$ cat src/include/odt_pkg.sv
// package for the termination timing block: latency limits and types
// assumes a single 100 MHz clock standing in for the memory clock
package odt_pkg;
  // clock period in ns, used to derive async delay counts
  localparam int CLK_PERIOD_NS = 10;
  // asynchronous turn-on/turn-off delays, ns (scaled by 10 for 8.5)
  localparam int ASYNC_MIN_NS_X10 = 20;
  localparam int ASYNC_MAX_NS_X10 = 85;
  // least time rounds up, at least one cycle
  localparam int ASYNC_DLY_CYC_RAW =
    (ASYNC_MIN_NS_X10 + CLK_PERIOD_NS * 10 - 1) / (CLK_PERIOD_NS * 10);
  localparam int ASYNC_DLY_CYC =
    (ASYNC_DLY_CYC_RAW < 1) ? 1 : ASYNC_DLY_CYC_RAW;
  // fixed widths of latency fields, delay line depth and latency offset
  localparam int CWL_W        = 4;
  localparam int AL_W         = 2;
  localparam int LAT_W        = 5;
  localparam int PIPE_DEPTH   = 32;
  localparam int LAT_OFFSET   = 2;
  // minimum high times in cycles
  localparam int HOLD_BC4     = 4;
  localparam int HOLD_BL8     = 6;
  // additive latency field encodings and the zero latency reset value
  localparam logic [AL_W-1:0] AL_ZERO = 2'h0;
  localparam logic [AL_W-1:0] AL_CL1  = 2'h1;
  localparam logic [AL_W-1:0] AL_CL2  = 2'h2;
  localparam logic [LAT_W-1:0] LAT_RST = 5'h00;

  typedef struct packed {
    logic             dll_locked;
    logic             dll_off_ppd;
    logic             nom_en;
    logic             wr_en;
    logic [CWL_W-1:0] cwl;
    logic [CWL_W-1:0] cl;
    logic [AL_W-1:0]  al_sel;
  } odt_cfg_t;

  typedef enum logic [1:0] {
    MODE_IGNORE,
    MODE_SYNC,
    MODE_ASYNC
  } odt_mode_t;
endpackage : odt_pkg

$ cat src/hw/odt_delay_line.sv
// delay line memory holding past odt samples, one bit per cycle
// assumes reader picks a tap no deeper than the line length
`timescale 1ns/1ns
module odt_delay_line
  import odt_pkg::*;
(
  input  wire logic             clk,
  input  wire logic             rst,
  input  wire logic             din,
  input  wire logic [LAT_W-1:0] tap,
  output logic                  dout
);
  logic [PIPE_DEPTH-1:0] line_q;
  logic [PIPE_DEPTH-1:0] line_d;
  logic                  dout_d;

  always_comb begin
    line_d = {line_q[PIPE_DEPTH-2:0], din};
    // tap 0 means the current sample itself
    dout_d = (tap == LAT_RST) ? din : line_q[tap - 5'h01];
  end

  always_ff @(posedge clk) begin
    if (rst) begin
      line_q <= '0;
      dout   <= 1'b0;
    end else begin
      line_q <= line_d;
      dout   <= dout_d;
    end
  end
endmodule : odt_delay_line

$ cat src/hw/odt_termination_timing.sv
// termination timing: decides when on-die termination turns on and off
// assumes odt and write command are sampled synchronous to clk
`timescale 1ns/1ns
module odt_termination_timing
  import odt_pkg::*;
(
  input  wire logic     clk,
  input  wire logic     rst,
  input  wire logic     odt,
  input  wire logic     wr_cmd,
  input  wire logic     wr_bl8,
  input  wire logic     ppd_active,
  input  odt_cfg_t      cfg,
  output logic          rtt_on,
  output odt_mode_t     mode,
  output logic          hold_viol
);
  logic [LAT_W-1:0] al_cyc;
  logic [LAT_W-1:0] odtl;
  logic             sync_tap;
  logic             any_term;
  odt_mode_t        mode_d;
  logic             rtt_d;
  logic [ASYNC_DLY_CYC-1:0] async_q;
  logic [ASYNC_DLY_CYC-1:0] async_d;
  logic [2:0]       hold_q;
  logic [2:0]       hold_d;
  logic             odt_q;
  logic             viol_d;

  // additive latency in cycles from its field and cas latency
  function automatic logic [LAT_W-1:0] al_cycles(
    input logic [AL_W-1:0]  sel,
    input logic [CWL_W-1:0] cl
  );
    unique case (sel)
      AL_CL1:  al_cycles = LAT_W'(cl) - 5'h01;
      AL_CL2:  al_cycles = LAT_W'(cl) - 5'h02;
      default: al_cycles = LAT_RST;
    endcase
  endfunction : al_cycles

  // on latency CWL+AL-2; off latency is the same
  // additive latency folded into the one tap
  always_comb begin
    al_cyc = al_cycles(cfg.al_sel, cfg.cl);
    odtl   = LAT_W'(cfg.cwl) + al_cyc - LAT_W'(LAT_OFFSET);
  end

  // one shared tap serves on and off, since both latencies match
  odt_delay_line u_line (
    .clk  (clk),
    .rst  (rst),
    .din  (odt),
    .tap  (odtl - 5'h01),
    .dout (sync_tap)
  );

  always_comb begin
    any_term = cfg.nom_en | cfg.wr_en;
    // no termination enabled means odt is ignored
    if (!any_term)
      mode_d = MODE_IGNORE;
    // dll not yet locked after reset, or ppd active with dll off in ppd
    else if (!cfg.dll_locked || (ppd_active && cfg.dll_off_ppd))
      mode_d = MODE_ASYNC;
    else
      mode_d = MODE_SYNC;
  end

  // async path samples odt directly, no additive latency
  // turn-on one clock later, the 2 ns minimum rounded up to a whole clock
  // turn-off uses the same fixed delay
  always_comb begin
    // odt enters at the top and walks down to bit 0
    async_d = ASYNC_DLY_CYC'({odt, async_q} >> 1);
    unique case (mode_d)
      MODE_SYNC:  rtt_d = sync_tap;
      MODE_ASYNC: rtt_d = async_q[0];
      default:    rtt_d = 1'b0;
    endcase
  end

  // one counter keeps the later of the two minimum high times
  always_comb begin
    hold_d = (hold_q != 3'h0) ? hold_q - 3'h1 : 3'h0;
    viol_d = 1'b0;
    // four cycles from odt registered high
    if (odt && !odt_q && hold_d < 3'(HOLD_BC4 - 1))
      hold_d = 3'(HOLD_BC4 - 1);
    // write with odt high extends the hold
    if (odt && wr_cmd) begin
      if (wr_bl8 && hold_d < 3'(HOLD_BL8 - 1))
        hold_d = 3'(HOLD_BL8 - 1);
      else if (!wr_bl8 && hold_d < 3'(HOLD_BC4 - 1))
        hold_d = 3'(HOLD_BC4 - 1);
    end
    // flag only; the device cannot refuse an early fall
    if (!odt && odt_q && hold_q != 3'h0)
      viol_d = 1'b1;
  end

  always_ff @(posedge clk) begin
    if (rst) begin
      async_q   <= '0;
      hold_q    <= 3'h0;
      odt_q     <= 1'b0;
      rtt_on    <= 1'b0;
      mode      <= MODE_IGNORE;
      hold_viol <= 1'b0;
    end else begin
      async_q   <= async_d;
      hold_q    <= hold_d;
      odt_q     <= odt;
      rtt_on    <= rtt_d;
      mode      <= mode_d;
      hold_viol <= viol_d;
    end
  end

  // checker helpers: an odt history and an independent count of the
  // high stretch, so the checks do not lean on the design's own counter
  logic [PIPE_DEPTH-1:0] hist_q;
  logic [PIPE_DEPTH-1:0] hist_d;
  logic [LAT_W-1:0]      odtl_q;
  logic [2:0]            hi_cnt_q;
  logic [2:0]            hi_cnt_d;
  logic [2:0]            wr_age_q;
  logic [2:0]            wr_age_d;
  logic [2:0]            wr_need_q;
  logic [2:0]            wr_need_d;
  logic                  short_hi;

  always_comb begin
    hist_d    = {hist_q[PIPE_DEPTH-2:0], odt};
    hi_cnt_d  = 3'h0;
    if (odt)
      hi_cnt_d = (hi_cnt_q == 3'h7) ? hi_cnt_q : hi_cnt_q + 3'h1;
    wr_age_d  = (wr_age_q == 3'h7) ? wr_age_q : wr_age_q + 3'h1;
    wr_need_d = odt ? wr_need_q : 3'h0;
    if (odt && wr_cmd) begin
      wr_age_d  = 3'h1;
      wr_need_d = wr_bl8 ? 3'(HOLD_BL8) : 3'(HOLD_BC4);
    end
    // only the latest write is tracked, so this flags real breaks only
    short_hi  = !odt && (hi_cnt_q != 3'h0) &&
                ((hi_cnt_q < 3'(HOLD_BC4)) || (wr_age_q < wr_need_q));
  end

  always_ff @(posedge clk) begin
    if (rst) begin
      hist_q    <= '0;
      odtl_q    <= LAT_RST;
      hi_cnt_q  <= 3'h0;
      wr_age_q  <= 3'h7;
      wr_need_q <= 3'h0;
    end else begin
      hist_q    <= hist_d;
      odtl_q    <= odtl;
      hi_cnt_q  <= hi_cnt_d;
      wr_age_q  <= wr_age_d;
      wr_need_q <= wr_need_d;
    end
  end

  // checks
  a_ignore_off: assert property (@(posedge clk) disable iff (rst)
    !(cfg.nom_en | cfg.wr_en) |=> !rtt_on)
    else $error("termination on while disabled");
  a_async_follow: assert property (@(posedge clk) disable iff (rst)
    (mode_d == MODE_ASYNC) && odt ##1 (mode_d == MODE_ASYNC) |=> rtt_on)
    else $error("async turn-on late");
  a_async_off: assert property (@(posedge clk) disable iff (rst)
    (mode_d == MODE_ASYNC) && !odt ##1 (mode_d == MODE_ASYNC) |=> !rtt_on)
    else $error("async turn-off late");
  a_sync_on: assert property (@(posedge clk) disable iff (rst)
    mode == MODE_SYNC && odtl != LAT_RST && odtl == odtl_q &&
    $stable(odtl_q) && hist_q[odtl] |-> rtt_on)
    else $error("sync turn-on latency wrong");
  a_sync_off: assert property (@(posedge clk) disable iff (rst)
    mode == MODE_SYNC && odtl != LAT_RST && odtl == odtl_q &&
    $stable(odtl_q) && !hist_q[odtl] |-> !rtt_on)
    else $error("sync turn-off latency wrong");
  a_mode_sync: assert property (@(posedge clk) disable iff (rst)
    cfg.dll_locked && !ppd_active && (cfg.nom_en | cfg.wr_en)
    |=> mode == MODE_SYNC)
    else $error("sync mode not selected");
  a_mode_async: assert property (@(posedge clk) disable iff (rst)
    !cfg.dll_locked && (cfg.nom_en | cfg.wr_en)
    |=> mode == MODE_ASYNC)
    else $error("async mode not selected");
  a_ppd_async: assert property (@(posedge clk) disable iff (rst)
    ppd_active && cfg.dll_off_ppd && (cfg.nom_en | cfg.wr_en)
    |=> mode == MODE_ASYNC)
    else $error("ppd dll-off not async");
  a_hold_flag: assert property (@(posedge clk) disable iff (rst)
    odt && !$past(odt) ##1 !odt |=> hold_viol)
    else $error("short odt pulse not flagged");
  a_bl8_flag: assert property (@(posedge clk) disable iff (rst)
    odt && wr_cmd && wr_bl8 ##1 odt[*4] ##1 !odt |=> hold_viol)
    else $error("short bl8 hold not flagged");
  a_bc4_flag: assert property (@(posedge clk) disable iff (rst)
    odt && wr_cmd && !wr_bl8 ##1 odt[*2] ##1 !odt |=> hold_viol)
    else $error("short bc4 hold not flagged");
  a_short_flag: assert property (@(posedge clk) disable iff (rst)
    short_hi |=> hold_viol)
    else $error("broken high time not flagged");
  a_legal_quiet: assert property (@(posedge clk) disable iff (rst)
    !odt && hi_cnt_q >= 3'(HOLD_BC4) &&
    (wr_need_q == 3'h0 || wr_age_q >= 3'(HOLD_BL8)) |=> !hold_viol)
    else $error("legal high time flagged");

  c_sync_on: cover property (@(posedge clk) mode == MODE_SYNC && rtt_on);
  c_async_on: cover property (@(posedge clk)
    mode == MODE_ASYNC && rtt_on);
  c_viol: cover property (@(posedge clk) hold_viol);
  c_al_sync: cover property (@(posedge clk)
    mode == MODE_SYNC && cfg.al_sel != AL_ZERO && rtt_on);
  c_ignore_odt: cover property (@(posedge clk) mode == MODE_IGNORE && odt);
endmodule : odt_termination_timing

$ cat config.mk
export PLATFORM = sky130hd
export DESIGN_NAME = odt_termination_timing
export DESIGN_NICKNAME = d
export VERILOG_FILES = /design/src/include/odt_pkg.sv /design/src/hw/odt_delay_line.sv /design/src/hw/odt_termination_timing.sv
export SDC_FILE = /design/constraint.sdc
export NUM_CORES = 1
export LEC_CHECK = 0
export ABC_CLOCK_PERIOD_IN_PS = 2900
export BUFFER_PORTS_ARGS = -buffer_cell sky130_fd_sc_hd__buf_2
export CAP_MARGIN = 20
export CELL_PAD_IN_SITES_DETAIL_PLACEMENT = 1
export CELL_PAD_IN_SITES_GLOBAL_PLACEMENT = 2
export CORE_ASPECT_RATIO = 0.9
export CORE_UTILIZATION = 33
export DETAILED_ROUTE_END_ITERATION = 6
export PLACE_DENSITY_LB_ADDON = 0.1
export SYNTH_ARGS = -nofsm -noshare
export SYNTH_HDL_FRONTEND = slang
export SYNTH_SLANG_ARGS = --single-unit
$ cat constraint.sdc
create_clock -name clk -period 2.9 [get_ports clk]
set_clock_uncertainty 0.05 [all_clocks]
set_input_delay 0.435 -clock clk [delete_from_list [all_inputs] [get_ports clk]]
set_output_delay 0.435 -clock clk [all_outputs]
set_load 0.02 [all_outputs]
==> results of run 1 <==
## routing by layer
layer	up-vias	part of all wire, %	GRT usage (%)
met3	2	3.3	3.73
met2	18	50	25.4
li1	665	-	-
met4	0	0.80	5.95
met5	-	0	0
met1	650	46	19.6
## per-stage QoR
stage | hold slack (ns) | setup WS [ns] | instance area [µm²] | cells
after global routing | 0.298 | -0.154 | 2480 | 279
after global placement | 0.394 | -0.426 | 2210 | 267
final | 0.298 | -0.0380 | 2480 | 279
after CTS | 0.287 | -0.0529 | 2420 | 279
after detailed placement | 0.392 | -0.449 | 2210 | 267
after floorplan | 0.376 | -0.130 | 1930 | 169
## logic make-up after synthesis
family          after synthesis  synth area share [%]
compound gates               20                  6.98
fa+ha+maj                    14                  9.80
flops                        40                  43.0
xor+xnor                      6                  3.56
simple gates                 58                  18.3
buf+inv                      20                  4.43
mux                          11                  14.0
## synthesized netlist by cell type (2+ instances only)
cell type  number
ha_1           13
nor2_1          4
nor3b_1         2
inv_1          15
clkbuf_1        3
a31oi_1         3
mux4_1          7
mux4_2          3
nor2b_1        34
nand3b_1        3
a21oi_1         7
dfxtp_1        40
o21ai_0         3
nor3_1          2
nand2_1         5
nand2b_1        3
nand3_1         3
xor2_1          4
## state kept, by name (all words and copies together) (netlist names)
| register | count |
|---|---|
| hold_q | 3 |
| u_line.dout | 1 |
| rtt_on | 1 |
| hold_viol | 1 |
| u_line.line_q | 32 |
| mode | 2 |
## cell type report
cell class                      count  area (µm²)
Inverter                           15        68.8
Sequential cell                    40         801
Tap cell                           67        83.8
Clock inverter                      3        46.3
Clock buffer                        5        68.8
Fill cell                         601        2870
Timing Repair Buffer               40         285
Multi-Input combinational cell    109        1120
## repair_timing
item,4_1_cts,5_1_grt
buffers inserted,4,0
endpoints found under the setup margin,1,1
pin swaps,13,12
resized for setup,13,11
## worst max-delay path by stage
stage	start	slack (ns)	endpoint
detailed placement	cfg[1]	-0.45	u_line.dout
global route	cfg[1]	-0.15	u_line.dout
CTS	cfg[3]	-0.05	u_line.dout
floorplan	cfg[1]	-0.13	u_line.dout
global placement	cfg[3]	-0.43	u_line.dout
finish	cfg[1]	-0.04	u_line.dout
## power groups by stage
stage | Combinational [W] | Clock, W | Sequential, W
global placement | 0.000266 | 0 | 0.000577
detailed placement | 0.000272 | 0 | 0.000578
global route | 0.000333 | 0.000520 | 0.000567
CTS | 0.000291 | 0.000497 | 0.000565
floorplan | 0.000165 | 0 | 0.000579
finish | 0.000302 | 0.000477 | 0.000565
==> impl_metrics.env, run 1 <==
export IMPL_p_sw_w=0.000359
export IMPL_area_delta_synth_final_pct=33.0
export IMPL_wl_per_cell_um=14.4
export IMPL_synth_edff_count=0
export IMPL_ir_drop_mv=0.361
export IMPL_insertedDiodeCount=0
export IMPL_p_per_area_nw_per_um2=543
export IMPL_path_class="in -> reg"
export IMPL_cellLeakagePower_nw=1.06
export IMPL_fmax_mhz=340
export IMPL_crit_top_cell="ha_4"
export IMPL_worstSetupPathDepth=15
export IMPL_die_x_um=81.2
export IMPL_antenna_found_initial=0
export IMPL_grt_pass1_wl_um=6720
export IMPL_worst_hold_path_type="in -> reg"
export IMPL_synth_area_leader_cell="dfxtp_1"
export IMPL_pwr_share_seq_pct=42.0
export IMPL_tritoncts="yes"
export IMPL_critPathRequiredTime_ns=3.04
export IMPL_hold_end="mode[1]"
export IMPL_cp_top_family="adder cells"
export IMPL_period_share_pct=101
export IMPL_ff2ff_setup_slack_ns=1.27
export IMPL_worstPathArrival_ns=3.08
export IMPL_drv_slew=0
export IMPL_final_hold_viol_count=0
export IMPL_grt_max_degree=25
export IMPL_final_common_cell="dfxtp_1"
export IMPL_tightestPinTransition_ns=0.432
export IMPL_rr_worst_depth=4
export IMPL_dp_hpwl_um=2940
export IMPL_numPortBuffers=23
export IMPL_wl_um=4020
export IMPL_synth_area_um2=1860
export IMPL_violations="setup timing"
export IMPL_synthCells=169
export IMPL_clockBufferDepth=2
export IMPL_chipHeight_um=73.3
export IMPL_grt_usage_pct=15.5
export IMPL_clkTransAtPathRegs_ns=0.09
export IMPL_clock_sinks=40
export IMPL_grt_overflow_total=0
export IMPL_start_util_pct=34.9
export IMPL_ys_seq_elements=40
export IMPL_hold_buffers=0
export IMPL_synth_fp_nets=203
export IMPL_vias=1335
export IMPL_critPathBufInv=3
export IMPL_p_int_w=0.000986
export IMPL_ios=24
export IMPL_r2r_end="u_line.dout"
export IMPL_setup_tns_ns=-0.0380
export IMPL_fin_crit_ns=2.94
export IMPL_grt_pass1_vias=1430
export IMPL_insertion_delay_ns=0.30
export IMPL_layout_common_cells="dfxtp_1, nor2b_1, buf_2, buf_4, inv_1"
export IMPL_startpoint_type="primary input"
export IMPL_ant_nets=0
export IMPL_worstHoldStart="cfg[13]"
export IMPL_synthFlopType="dfxtp_1"
export IMPL_slowest_stage="fa_2"
export IMPL_numCtsBuffers=5
export IMPL_r2r_start="u_line.line_q[27]"
export IMPL_place_congestion=0.698
export IMPL_drive_above_1_share_pct=34.9
export IMPL_slowest_delay_ns=0.60
export IMPL_first_pass_iters=4
export IMPL_critPathCaptureType="flop"
export IMPL_ys_async_sr_fraction_pct=0
export IMPL_rsz0062_at_grt="yes"
export IMPL_synth_distinct_cells=33
export IMPL_root_buffer="clkbuf_8"
export IMPL_synth_seq_area_share_pct=43.0
export IMPL_yosys_warnings=0
export IMPL_htree_levels=2
export IMPL_synth_top_area_share_pct=43.0
export IMPL_timing_max_cap_violations=0
export IMPL_rows=25
export IMPL_avgSynthCellArea_um2=11.0
export IMPL_core_area_um2=5350
export IMPL_pwr_share_clk_pct=35.5
export IMPL_worstPathCellList="buf_2 -> inv_2 -> ha_4 -> buf_6 -> nand2b_4 -> a21oi_4 -> ha_4 -> ha_4 -> fa_2 -> nor2_1 -> nand2_1 -> xor2_2 -> mux4_2 -> nand2_1 -> a31oi_1"
export IMPL_setup_slack_ns=-0.0380
export IMPL_sw_frac_of_total_pct=26.7
export IMPL_critPathMaxFanout=5
export IMPL_drc_errors=0
export IMPL_drt_initial_drc_count=21
export IMPL_max_slew_margin_rel_pct=71.2
export IMPL_status="finished, violations left"
export IMPL_final_core_util_pct=46.3
export IMPL_min_path_cells=2
export IMPL_synthTopCellsByArea="dfxtp_1, nor2b_1, mux4_1"
export IMPL_dieArea_um2=5950
export IMPL_fin_total_pwr_w=0.00134
export IMPL_vias_per_cell=4.78
export IMPL_fin_nets=245
export IMPL_setup_viol=1
export IMPL_pwr_share_comb_pct=22.5
(Power assumes the default switching activity.)
==> run 2: changes to the inputs <==
Settings changed: CORE_ASPECT_RATIO 0.9 to not set.
==> impl_metrics.env, run 2 (synthesis results as in run 1) <==
export IMPL_status="finished, violations left"
export IMPL_violations="setup timing"
export IMPL_dp_hpwl_um=3250
export IMPL_setup_slack_ns=-0.0541
export IMPL_slowest_stage="fa_2"
export IMPL_period_share_pct=102
export IMPL_core_area_um2=5470
export IMPL_critPathRequiredTime_ns=3.02
export IMPL_drt_initial_drc_count=30
export IMPL_critPathCaptureType="flop"
export IMPL_first_pass_iters=4
export IMPL_worst_hold_path_type="in -> reg"
export IMPL_worstPathArrival_ns=3.07
export IMPL_root_buffer="clkbuf_8"
export IMPL_dpl_cell_area_um2=2210
export IMPL_fin_total_pwr_w=0.00123
export IMPL_final_common_cell="dfxtp_1"
export IMPL_hold_buffers=0
export IMPL_crit_top_cell="ha_4"
export IMPL_startpoint_type="primary input"
export IMPL_rows=27
export IMPL_setup_tns_ns=-0.0541
export IMPL_tightestPinTransition_ns=0.355
export IMPL_timing_max_cap_violations=0
export IMPL_antenna_found_initial=0
export IMPL_final_core_util_pct=45.4
export IMPL_ant_nets=0
export IMPL_ir_drop_mv=0.231
export IMPL_tritoncts="yes"
export IMPL_critPathBufInv=2
export IMPL_fin_crit_ns=2.95
export IMPL_start_util_pct=34.1
export IMPL_drive_above_1_share_pct=38.2
export IMPL_grt_pass1_wl_um=7180
export IMPL_clock_sinks=40
export IMPL_vias=1358
export IMPL_stdcell_area_um2=2480
export IMPL_wl_um=4380
export IMPL_cellLeakagePower_nw=1.05
export IMPL_chipHeight_um=77.2
export IMPL_drc_errors=0
export IMPL_clockBufferDepth=2
export IMPL_insertedDiodeCount=0
export IMPL_critPathMaxFanout=3
export IMPL_area_delta_synth_final_pct=33.3
export IMPL_cp_top_family="adder cells"
export IMPL_vias_per_cell=4.78
export IMPL_dieArea_um2=5950
export IMPL_grt_util_met3_pct=3.81
export IMPL_grt_use_met1_pct=18.3
export IMPL_drv_slew=0
export IMPL_hold_ws_ns=0.318
export IMPL_grt_pass1_vias=1501
export IMPL_final_hold_viol_count=0
export IMPL_globalRouteMet2Util_pct=28.0
export IMPL_wl_per_cell_um=15.4
export IMPL_die_x_um=77.2
export IMPL_top_register="u_line.line_q"
export IMPL_grt_busiest_layer="met2"
export IMPL_grt_overflow_total=0
export IMPL_slowest_delay_ns=0.60
export IMPL_ios=24
export IMPL_insertion_delay_ns=0.29
export IMPL_clkTransAtPathRegs_ns=0.07
export IMPL_path_class="in -> reg"
export IMPL_largest_register_ff_count=32
export IMPL_fmax_mhz=339
export IMPL_worstPathCellList="buf_8 -> inv_8 -> ha_4 -> nand2b_4 -> a21oi_4 -> ha_4 -> ha_4 -> fa_2 -> nor2_2 -> nand2_2 -> xor2_2 -> mux4_2 -> nand2_1 -> a31oi_1"
export IMPL_htree_levels=2
export IMPL_grt_usage_pct=15.8
export IMPL_grt_max_degree=25
export IMPL_layout_common_cells="dfxtp_1, nor2b_1, buf_2, buf_4"
export IMPL_setup_viol=1
export IMPL_top_regs="u_line.line_q x32, hold_q x3, mode x2"
export IMPL_place_congestion=0.731
export IMPL_numCtsBuffers=5
export IMPL_max_slew_margin_rel_pct=76.3
export IMPL_p_per_area_nw_per_um2=496
export IMPL_rsz0062_at_grt="yes"
export IMPL_numPortBuffers=23
export IMPL_fin_nets=245
[run 2: changes by cell type in the layout (fill, tap and decap cells not counted), sizes merged]
| cell | change |
|---|---|
| bufinv | -1 |
| clkinv | +3 |
| inv | -1 |
| clkinvlp | -1 |
[run 2: worst reg2reg max path, cell delays in order (launching register included)]
cell and delay, ns:
dfxtp_1 0.37, mux4_1 0.53, mux4_2 0.46, nand2_1 0.07, a31oi_1 0.07
[run 2: report_power, final]
| group | total (W) | switching [W] | internal (W) |
|---|---|---|---|
| registers | 0.000566 | 0.00000860 | 0.000558 |
| logic | 0.000308 | 0.000143 | 0.000165 |
| clock network | 0.000359 | 0.000191 | 0.000167 |
| total | 0.00123 | 0.000343 | 0.000890 |
[run 2: routing by layer]
| layer | up-vias | wire length, µm |
|---|---|---|
| met5 | - | 0 |
| met4 | 0 | 40 |
| met3 | 4 | 117 |
| met2 | 20 | 2360 |
| met1 | 667 | 1860 |
| li1 | 667 | - |
[run 2: final timing paths]
| path | start | endpoint | slack [ns] | cells after the start |
|---|---|---|---|---|
| max | cfg[3] | u_line.dout | -0.05 | 14 |
| min | cfg[13] | mode[1] | 0.32 | 2 |
| max reg2reg | u_line.line_q[0] | u_line.dout | 1.23 | 4 |
| min reg2reg | u_line.line_q[29] | u_line.line_q[30] | 0.41 | 1 |
[run 2: timing repair]
| item | in CTS | in global routing |
|---|---|---|
| endpoints found under the setup margin | 1 | 1 |
| buffers inserted | 3 | 1 |
| resized for setup | 9 | 25 |
| pin swaps | 12 | 14 |
[run 2: final cells by class]
class	instances	area (µm²)
clock buffer	5	68.8
multi-input combinational	109	1160
timing repair buffer	40	278
inverter	15	68.8
sequential	40	801
clock inverter	3	18.8
tap	72	90.1
fill	622	2990
[run 2: metrics by stage]
stage	cells	setup WS [ns]
6_report	284	-0.0541
2_1_floorplan	169	-0.130
4_1_cts	283	-0.144
3_5_place_dp	272	-0.550
3_3_place_gp	272	-0.422
5_1_grt	284	-0.172
